**src/common/vsp_pkg.sv**
```systemverilog
package vsp_pkg;
  // ----------------------------------------
  // Register offsets
  // ----------------------------------------
  localparam logic [7:0] ADDR_SEP_THRESH = 8'h11;
  localparam logic [7:0] ADDR_FILT_STATUS = 8'h16;
  localparam logic [7:0] ADDR_SLICER_LEVEL = 8'h1d;
  localparam logic [7:0] ADDR_FILT_WINDOW = 8'h20;
  localparam logic [7:0] ADDR_PATH_SELECT = 8'h21;
  localparam logic [7:0] ADDR_SYNC_WIDTH = 8'h23;
  localparam logic [7:0] ADDR_OUT_CTRL = 8'h24;
  // ----------------------------------------
  // Field positions
  // ----------------------------------------
  localparam int SLICER_LSB = 3;
  localparam int SEL_VFILT_BIT = 5;
  localparam int SEL_PLL_FILT_BIT = 6;
  localparam int SEL_REGEN_BIT = 7;
  localparam int OUT_POL_BIT = 7;
  localparam int STAT_EXTRA_BIT = 0;
  // ----------------------------------------
  // Reset values
  // ----------------------------------------
  localparam logic [7:0] RST_SEP_THRESH = 8'h20;
  localparam logic [7:0] RST_SLICER_LEVEL = 8'h78;
  localparam logic [7:0] RST_FILT_WINDOW = 8'h0a;
  localparam logic [7:0] RST_PATH_SELECT = 8'he0;
  localparam logic [7:0] RST_SYNC_WIDTH = 8'h20;
  localparam logic [7:0] RST_OUT_CTRL = 8'h80;
  // ----------------------------------------
  // Timing
  // ----------------------------------------
  localparam int CLK_PERIOD_NS = 25;
  localparam int SEP_TICK_NS = 200;
  localparam int SEP_TICK_CYC = SEP_TICK_NS / CLK_PERIOD_NS;
  localparam int WIN_UNIT_NS = 25;
  localparam int WIN_UNIT_CYC = (WIN_UNIT_NS + CLK_PERIOD_NS - 1) / CLK_PERIOD_NS;
  localparam int VF_GUARD_CYC = 2;
  // ----------------------------------------
  // Separator states
  // ----------------------------------------
  typedef enum logic [2:0] {
    SEP_HUNT = 3'b001,
    SEP_HOLD = 3'b010,
    SEP_TAIL = 3'b100
  } vsp_sep_t;
endpackage

```
**src/rtl/vsp_sync_processor.sv**
```systemverilog
`timescale 1ns/1ps
// Summary of operation
// - Slicer trigger level from register bits 7:3
// - Threshold N sets minimum pulse, N*200ns
// - Separator is 8-bit counter at separator tick
// - Separator ignores composite sync polarity
// - Count up during pulse, down after, stop 0
// - Vertical sync present when count exceeds N
// - Clear on detect, count after end, release
// - Output vertical sync lags by threshold time
// - Composite source: slicer or line sync input
// - Window plus/minus x*25ns around regenerated edge
// - Drop pulses outside window, pass clean sync
// - Status bit reports extraneous pulses
// - Select bit 6 picks PLL reference
// - Select bit 7 picks processing sync
// - Regenerator free-runs, tolerates missing pulses
// - Regenerated sync for counting, not PLL
// - Filtered vertical leading edge never on line_sync_output leading edge
// - Select bit 5 enables vertical filter
// - Vertical filter yields odd/even field flag
// - Output line sync polarity from bit 7
// - Output line sync width in pixel clocks
module vsp_sync_processor #(
  parameter int CNT_W = 8,
  parameter int PERIOD_W = 16
) (
  // Clock and reset
  input wire logic ref_clk,
  input wire logic reset,
  input wire logic pixClkEn,
  // Raw sync inputs, already polarity-resolved
  input wire logic lineSyncIn,
  input wire logic greenSyncIn,
  input wire logic useGreenSync,
  // Register port
  input wire logic regWrite,
  input wire logic [7:0] regAddr,
  input wire logic [7:0] regWrData,
  output logic [7:0] regRdData,
  // Outputs
  output logic [4:0] slicerLevel,
  output logic pllRefSync,
  output logic regenLineSync,
  output logic line_sync_output,
  output logic frame_sync_output,
  output logic oddField
);
  import vsp_pkg::*;

  // ----------------------------------------
  // Input synchronisers
  // ----------------------------------------
  logic [1:0] lineMeta, greenMeta; // Two-stage chains
  always_ff @(posedge ref_clk or posedge reset) begin
    if (reset) begin
      lineMeta <= '0;
      greenMeta <= '0;
    end else begin
      lineMeta <= {lineMeta[0], lineSyncIn};
      greenMeta <= {greenMeta[0], greenSyncIn};
    end
  end
  logic lineS, greenS;
  assign lineS = lineMeta[1];
  assign greenS = greenMeta[1];
  logic compSync; // Composite source
  assign compSync = useGreenSync ? greenS : lineS;

  // ----------------------------------------
  // Registers
  // ----------------------------------------
  logic [7:0] sepThresh_reg, slicer_reg, window_reg, select_reg, width_reg, outCtrl_reg;
  logic extraFlag_reg;
  always_ff @(posedge ref_clk or posedge reset) begin
    if (reset) begin
      sepThresh_reg <= RST_SEP_THRESH;
      slicer_reg <= RST_SLICER_LEVEL;
      window_reg <= RST_FILT_WINDOW;
      select_reg <= RST_PATH_SELECT;
      width_reg <= RST_SYNC_WIDTH;
      outCtrl_reg <= RST_OUT_CTRL;
    end else if (regWrite) begin
      case (regAddr)
        ADDR_SEP_THRESH: sepThresh_reg <= regWrData;
        ADDR_SLICER_LEVEL: slicer_reg <= regWrData;
        ADDR_FILT_WINDOW: window_reg <= regWrData;
        ADDR_PATH_SELECT: select_reg <= regWrData;
        ADDR_SYNC_WIDTH: width_reg <= regWrData;
        ADDR_OUT_CTRL: outCtrl_reg <= regWrData;
        default: ;
      endcase
    end
  end
  // Read mux
  always_comb begin
    case (regAddr)
      ADDR_SEP_THRESH: regRdData = sepThresh_reg;
      ADDR_FILT_STATUS: regRdData = {7'h00, extraFlag_reg};
      ADDR_SLICER_LEVEL: regRdData = slicer_reg;
      ADDR_FILT_WINDOW: regRdData = window_reg;
      ADDR_PATH_SELECT: regRdData = select_reg;
      ADDR_SYNC_WIDTH: regRdData = width_reg;
      ADDR_OUT_CTRL: regRdData = outCtrl_reg;
      default: regRdData = 8'h00;
    endcase
  end
  assign slicerLevel = slicer_reg[7:SLICER_LSB];

  // ----------------------------------------
  // Separator tick divider
  // ----------------------------------------
  logic [3:0] tickDiv_reg;
  logic sepTick;
  assign sepTick = (tickDiv_reg == 4'(SEP_TICK_CYC - 1));
  always_ff @(posedge ref_clk or posedge reset) begin
    if (reset) tickDiv_reg <= '0;
    else tickDiv_reg <= sepTick ? 4'h0 : tickDiv_reg + 4'h1;
  end

  // ----------------------------------------
  // Sync separator
  // ----------------------------------------
  vsp_sep_t sepState_reg;
  logic [CNT_W-1:0] sepCnt_reg;
  logic sepVsync_reg;
  logic [CNT_W-1:0] thr;
  assign thr = CNT_W'(sepThresh_reg);
  // Counter works on pulse level only, polarity already resolved upstream
  always_ff @(posedge ref_clk or posedge reset) begin
    if (reset) begin
      sepState_reg <= SEP_HUNT;
      sepCnt_reg <= '0;
      sepVsync_reg <= 1'b0;
    end else if (sepTick) begin
      case (sepState_reg)
        SEP_HUNT: begin
          if (sepCnt_reg > thr) begin
            sepVsync_reg <= 1'b1;
            sepCnt_reg <= '0;
            sepState_reg <= SEP_HOLD;
          end else if (compSync) begin
            if (sepCnt_reg != '1) sepCnt_reg <= sepCnt_reg + 1'b1;
          end else if (sepCnt_reg != '0) begin
            sepCnt_reg <= sepCnt_reg - 1'b1;
          end
        end
        SEP_HOLD: begin
          // Wait for pulse end; serrations restart the count
          if (!compSync) sepState_reg <= SEP_TAIL;
        end
        SEP_TAIL: begin
          if (compSync) begin
            sepCnt_reg <= '0;
            sepState_reg <= SEP_HOLD;
          end else if (sepCnt_reg >= thr) begin
            sepVsync_reg <= 1'b0;
            sepCnt_reg <= '0;
            sepState_reg <= SEP_HUNT;
          end else begin
            sepCnt_reg <= sepCnt_reg + 1'b1;
          end
        end
        default: sepState_reg <= SEP_HUNT;
      endcase
    end
  end

  // ----------------------------------------
  // Line sync regenerator (period tracker)
  // ----------------------------------------
  logic lineD_reg;
  logic lineRise;
  always_ff @(posedge ref_clk or posedge reset) begin
    if (reset) lineD_reg <= 1'b0;
    else lineD_reg <= compSync;
  end
  assign lineRise = compSync & ~lineD_reg;
  logic [PERIOD_W-1:0] phase_reg, period_reg;
  logic [PERIOD_W-1:0] winCyc;
  assign winCyc = PERIOD_W'(window_reg) * PERIOD_W'(WIN_UNIT_CYC);
  logic inWindow, regenEdge;
  assign regenEdge = (period_reg != '0) && (phase_reg == period_reg - 1'b1);
  assign inWindow = (phase_reg <= winCyc) || (phase_reg + winCyc >= period_reg - 1'b1);
  logic [PERIOD_W-1:0] rawGap_reg; // Cycles since last raw edge, saturating
  logic [PERIOD_W-1:0] prevGap_reg; // Previous raw spacing, all ones when unknown
  logic gapMatch; // Two raw spacings alike within the window
  assign gapMatch = (prevGap_reg != '1) && (rawGap_reg != '1) &&
    (rawGap_reg + winCyc >= prevGap_reg) && (rawGap_reg <= prevGap_reg + winCyc);
  // Raw edge spacing; lets the flywheel learn or relearn the line rate
  always_ff @(posedge ref_clk or posedge reset) begin
    if (reset) begin
      rawGap_reg <= '0;
      prevGap_reg <= '1;
    end else if (lineRise) begin
      rawGap_reg <= '0;
      prevGap_reg <= rawGap_reg;
    end else if (rawGap_reg != '1) begin
      rawGap_reg <= rawGap_reg + 1'b1;
    end
  end
  // Flywheel: realign on expected edges, relock only on a steady rate,
  // free-runs through gaps and stray edges
  always_ff @(posedge ref_clk or posedge reset) begin
    if (reset) begin
      phase_reg <= '0;
      period_reg <= '0;
    end else if (lineRise && period_reg != '0 && inWindow) begin
      phase_reg <= '0; // Expected edge
    end else if (lineRise && gapMatch) begin
      period_reg <= rawGap_reg + 1'b1; // Steady rate seen twice
      phase_reg <= '0;
    end else if (regenEdge) begin
      phase_reg <= '0;
    end else if (phase_reg != '1) begin
      phase_reg <= phase_reg + 1'b1;
    end else begin
      period_reg <= '0; // Lost lock
    end
  end
  logic regen_reg;
  always_ff @(posedge ref_clk or posedge reset) begin
    if (reset) regen_reg <= 1'b0;
    else regen_reg <= regenEdge | (lineRise & (period_reg == '0));
  end
  assign regenLineSync = regen_reg;

  // ----------------------------------------
  // Line sync filter and status
  // ----------------------------------------
  logic filtLine_reg;
  always_ff @(posedge ref_clk or posedge reset) begin
    if (reset) filtLine_reg <= 1'b0;
    else if (compSync && !inWindow && period_reg != '0) filtLine_reg <= filtLine_reg;
    else filtLine_reg <= compSync;
  end
  always_ff @(posedge ref_clk or posedge reset) begin
    if (reset) extraFlag_reg <= 1'b0;
    else if (lineRise && period_reg != '0) extraFlag_reg <= !inWindow;
    else if (regenEdge && !lineRise) extraFlag_reg <= extraFlag_reg;
  end
  logic pllRef_reg;
  always_ff @(posedge ref_clk or posedge reset) begin
    if (reset) pllRef_reg <= 1'b0;
    else pllRef_reg <= select_reg[SEL_PLL_FILT_BIT] ? filtLine_reg : compSync;
  end
  assign pllRefSync = pllRef_reg;
  logic procLine;
  assign procLine = select_reg[SEL_REGEN_BIT] ? regen_reg : lineRise;

  // ----------------------------------------
  // Vertical sync filter and field flag
  // ----------------------------------------
  logic [PERIOD_W-1:0] sinceLine_reg;
  always_ff @(posedge ref_clk or posedge reset) begin
    if (reset) sinceLine_reg <= '0;
    else if (procLine) sinceLine_reg <= '0;
    else if (sinceLine_reg != '1) sinceLine_reg <= sinceLine_reg + 1'b1;
  end
  logic sepD_reg, vPend_reg, vOut_reg, odd_reg;
  logic guardBusy;
  assign guardBusy = procLine || sinceLine_reg < PERIOD_W'(VF_GUARD_CYC);
  always_ff @(posedge ref_clk or posedge reset) begin
    if (reset) sepD_reg <= 1'b0;
    else sepD_reg <= sepVsync_reg;
  end
  always_ff @(posedge ref_clk or posedge reset) begin
    if (reset) begin
      vPend_reg <= 1'b0;
      vOut_reg <= 1'b0;
      odd_reg <= 1'b0;
    end else if (!select_reg[SEL_VFILT_BIT]) begin
      vOut_reg <= sepVsync_reg;
      vPend_reg <= 1'b0;
    end else begin
      if (sepVsync_reg && !sepD_reg) begin
        vPend_reg <= 1'b1;
        // Mid-line vertical edge marks the second field
        odd_reg <= (sinceLine_reg > (period_reg >> 2)) && (sinceLine_reg < period_reg - (period_reg >> 2));
      end else if (vPend_reg && !guardBusy) begin
        vOut_reg <= 1'b1;
        vPend_reg <= 1'b0;
      end
      if (!sepVsync_reg && !vPend_reg) vOut_reg <= 1'b0;
    end
  end
  assign oddField = odd_reg;
  assign frame_sync_output = vOut_reg;

  // ----------------------------------------
  // Output line sync width and polarity
  // ----------------------------------------
  logic [7:0] widthCnt_reg;
  logic outPulse_reg;
  always_ff @(posedge ref_clk or posedge reset) begin
    if (reset) begin
      widthCnt_reg <= '0;
      outPulse_reg <= 1'b0;
    end else if (procLine) begin
      widthCnt_reg <= width_reg;
      outPulse_reg <= (width_reg != 8'h00);
    end else if (pixClkEn && widthCnt_reg != 8'h00) begin
      widthCnt_reg <= widthCnt_reg - 8'h01;
      outPulse_reg <= (widthCnt_reg != 8'h01);
    end
  end
  logic lineOut_reg;
  always_ff @(posedge ref_clk or posedge reset) begin
    if (reset) lineOut_reg <= 1'b0;
    else lineOut_reg <= outPulse_reg ^ ~outCtrl_reg[OUT_POL_BIT];
  end
  assign line_sync_output = lineOut_reg;
endmodule // vsp_sync_processor

```
**config.mk**
```make
export PLATFORM = sky130hd
export DESIGN_NAME = vsp_sync_processor
export DESIGN_NICKNAME = d
export VERILOG_FILES = /design/src/common/vsp_pkg.sv /design/src/rtl/vsp_sync_processor.sv
export SDC_FILE = /design/constraint.sdc
export NUM_CORES = 1
export LEC_CHECK = 0
export BUFFER_PORTS_ARGS = -buffer_cell sky130_fd_sc_hd__buf_2
export CORE_MARGIN = 2
export CORE_UTILIZATION = 64
export DETAILED_ROUTE_END_ITERATION = 10
export PLACE_DENSITY = 0.86
export REMOVE_ABC_BUFFERS = 1
export SYNTH_ARGS = -nofsm -noshare
export SYNTH_HDL_FRONTEND = slang
export SYNTH_SLANG_ARGS = --single-unit
```
**constraint.sdc**
```tcl
create_clock -name ref_clk -period 6.85 [get_ports ref_clk]
set_clock_uncertainty 0.05 [all_clocks]
set_input_delay 1.37 -clock ref_clk [delete_from_list [all_inputs] [get_ports ref_clk]]
set_output_delay 1.37 -clock ref_clk [all_outputs]
set_load 0.02 [all_outputs]
```
==> impl_metrics.ini <==
[status]
status = finished, final reports clean

[worst_setup_path]
crit_type = flip-flop to flip-flop
endpoint_kind = flip-flop
critPathTopFamily = compound AO/OA/AOI/OAI gates
required_ps = 7110
crit_fanout = 32
path_depth = 18
ff2ff_path_depth = 18
worst_ep_arrival_time_ps = 5520
cpPeakStageDelay_ps = 590
worstPathCellList = inv_1, ha_1, nand2b_1, a21oi_1, o21bai_1, a21oi_1, o211ai_1, a21oi_1, nand2_1, xnor2_1, ha_1, a21o_1, a21o_1, a221o_1, a211oi_1, a21o_1, nand3_2, o221a_1
rr_endpoint = period_reg[0]
r2r_slack_ps = 1600
r2r-start = window_reg[1]
start_kind = flip-flop
crit_buf_inv = 1
slowest_stage = dfstp_2

[grt]
antenna_found_initial = 0
grt_max_degree = 113
grt_use_total = 0.3083
grt_first_pass_wirelength_um = 53370
grt_pass1_vias = 10700
grt-ovfl-total = 0

[synthesis]
syn_inst = 1377
synth_compound_area_frac = 0.1607
synth_top_family_by_area = simple AND/OR/NAND/NOR gates
synth_largest_area_cell = dfrtp_1
synth-xor-area-share = 0.09237
yosysSeqAreaShare = 0.3314
synth_simple_gate_area_share = 0.1731
yosysTopAreaCellShare = 0.2715
async_flop_share = 1.000
synth_edf_count = 0
synthAdderAreaFrac = 0.1470
synthMuxAreaShare = 0.04977
synth-seq-cells = 167
yosysWarnings = 0
netlist_area_mm2 = 0.01272
synth.avg_cell_area_um2 = 9.237
ys_types = 82
synth_ff_type = dfrtp_1
synth.area.top_cells = dfrtp_1 (27%), ha_1 (14%), dfstp_2 (6.0%)

[sta]
finalMaxSlewViolations = 0
grt_setup_unrepaired = false
hold_viol_final = 0
tns_ps = 0
setup_viol = 0
clock.fmax_mhz = 190.4
post-route-min-period_ps = 5253
whs_ps = 306.0
fin_crit_sh = 0.7669
slew_headroom = 0.1476
tightest_slew_ps = 1267

[placement]
placed_cell_area_mm2 = 0.01306
portBuffers = 40
gp_congestion = 0.9837
hpwl_um = 23130

[floorplanning]
die_x_um = 145.0
row_count = 51
design.die.area_mm2 = 0.02102
io_pins = 41
core-area_mm2 = 0.01946
die-height_um = 145.0
start_util = 0.6536

[min_path]
holdPathEnd = lineMeta[1]
hold_path.class = flip-flop to flip-flop
whs_path_depth = 0
min_from = lineMeta[0]

[routing]
dr.pass1.iters = 8
drt.antenna.violating_nets = 0
drc = 0
wirelength_um = 31770
vias_per_cell = 6.480
drt-initial-drc-count = 1060
routedWlPerCell_um = 19.10
vias = 10780

[cells_and_area]
mostFrequentLayoutCells = ha_1 (143), dfrtp_1 (138), nand2_1 (113)
area_growth_pct = 7.230
fillers = 1400
final_common_cell = ha_1
num_antenna_cells = 0
final_area_mm2 = 0.01364
num-nets-final = 1555
drive_gt1_frac = 0.1259

[clock_tree]
clk_latency_ps = 450
cts_buffers = 17
cts_root_buffer = clkbuf_16
post_cts_buffers = 0
htree_levels = 4
cts_resized = 0
cts_tree = done
holdBufCountCts = 0
clk_pin_slew_worst_paths_ps = 70
cts_buffer_depth = 2
clock-sinks = 167

[pwr]
power.density_mw_per_mm2 = 341.8
vdd_ir_drop_max_v = 0.0002046
power.total_mw = 4.662
leakage_nw = 6.272

[run]
max_cap_viol_count = 0
## stage by stage
| step | std cells | worst slack [ps] | util |
|---|---|---|---|
| final | 1663 | 1597 | 0.7008 |
| after floorplan | 1321 | 930.8 | - |
| after CTS | 1663 | 1702 | 0.7008 |
| after detailed placement | 1631 | 1735 | 0.6708 |
| after global routing | 1663 | 1315 | 0.7008 |
| after global placement | 1631 | 1921 | 0.6708 |
## kinds of logic (layout without fill, tap and decap cells)
logic type | after synthesis | in the layout
mux | 57 | 57
simple gates | 425 | 425
compound gates | 306 | 306
buf+inv | 144 | 165
xor+xnor | 131 | 131
fa+ha+maj | 147 | 147
flops | 167 | 167
## metal layers
layer  GRT usage  share of wire  wire (µm)  up-vias
li1            -              -          -     5019
met3     0.05660          0.069       2207       94
met4      0.1257          0.032       1011        0
met2      0.5038           0.47      15080      437
met1      0.4062           0.42      13470     5226
met5           0              0          0        -
## worst register-to-register path: cells and delay by family, from the launching register on
| family | cells | cell delay [ps] |
|---|---|---|
| AOI/OAI and AO/OA | 11 | 2790 |
| buffers and inverters | 1 | 140 |
| and+or+nand+nor | 3 | 800 |
| xor gates and xnor gates | 1 | 140 |
| adders and majority gates | 2 | 630 |
| DFF | 1 | 590 |
## synth_stat cells (all sizes together), types with 15 or more instances
cell      n
inv      87
dfrtp   138
nor3     33
ha      143
nand2   113
mux2     50
and3     16
o221a    15
a21o     23
xor2     55
nand4    30
nor4     24
dfstp    29
o21ai    73
nor2     80
clkbuf   42
xnor2    74
nand3    44
a21oi    77
## power breakdown
part           leakage, nW  internal [mW]  switching [mW]  total [mW]
clock                0.288          0.486           0.461       0.947
combinational         3.87          0.977            1.26        2.23
sequential            2.12           1.15           0.328        1.48
total                 6.27           2.62            2.04        4.66
## layout make-up
| class | count | area, µm² | share of cell area |
|---|---|---|---|
| clock inverters | 15 | 158.9 | 0.01165 |
| clock buffers | 17 | 425.4 | 0.03119 |
| repair buffers | 45 | 237.7 | 0.01743 |
| inverters | 88 | 335.3 | 0.02458 |
| well taps | 265 | 331.6 | 0.02431 |
| multi-input cells | 1066 | 7935 | 0.5818 |
| flip-flops and latches | 167 | 4215 | 0.3091 |
## how the worst max path moves through the flow
stage | startpoint | to | slack [ps]
after floorplan | useGreenSync | period_reg[1] | 930
after global placement | window_reg[1] | period_reg[8] | 1920
after detailed placement | window_reg[1] | period_reg[0] | 1740
after CTS | window_reg[1] | period_reg[2] | 1700
after global routing | window_reg[1] | period_reg[0] | 1310
final | window_reg[1] | period_reg[0] | 1600
Power figures use the tool's default switching activity.
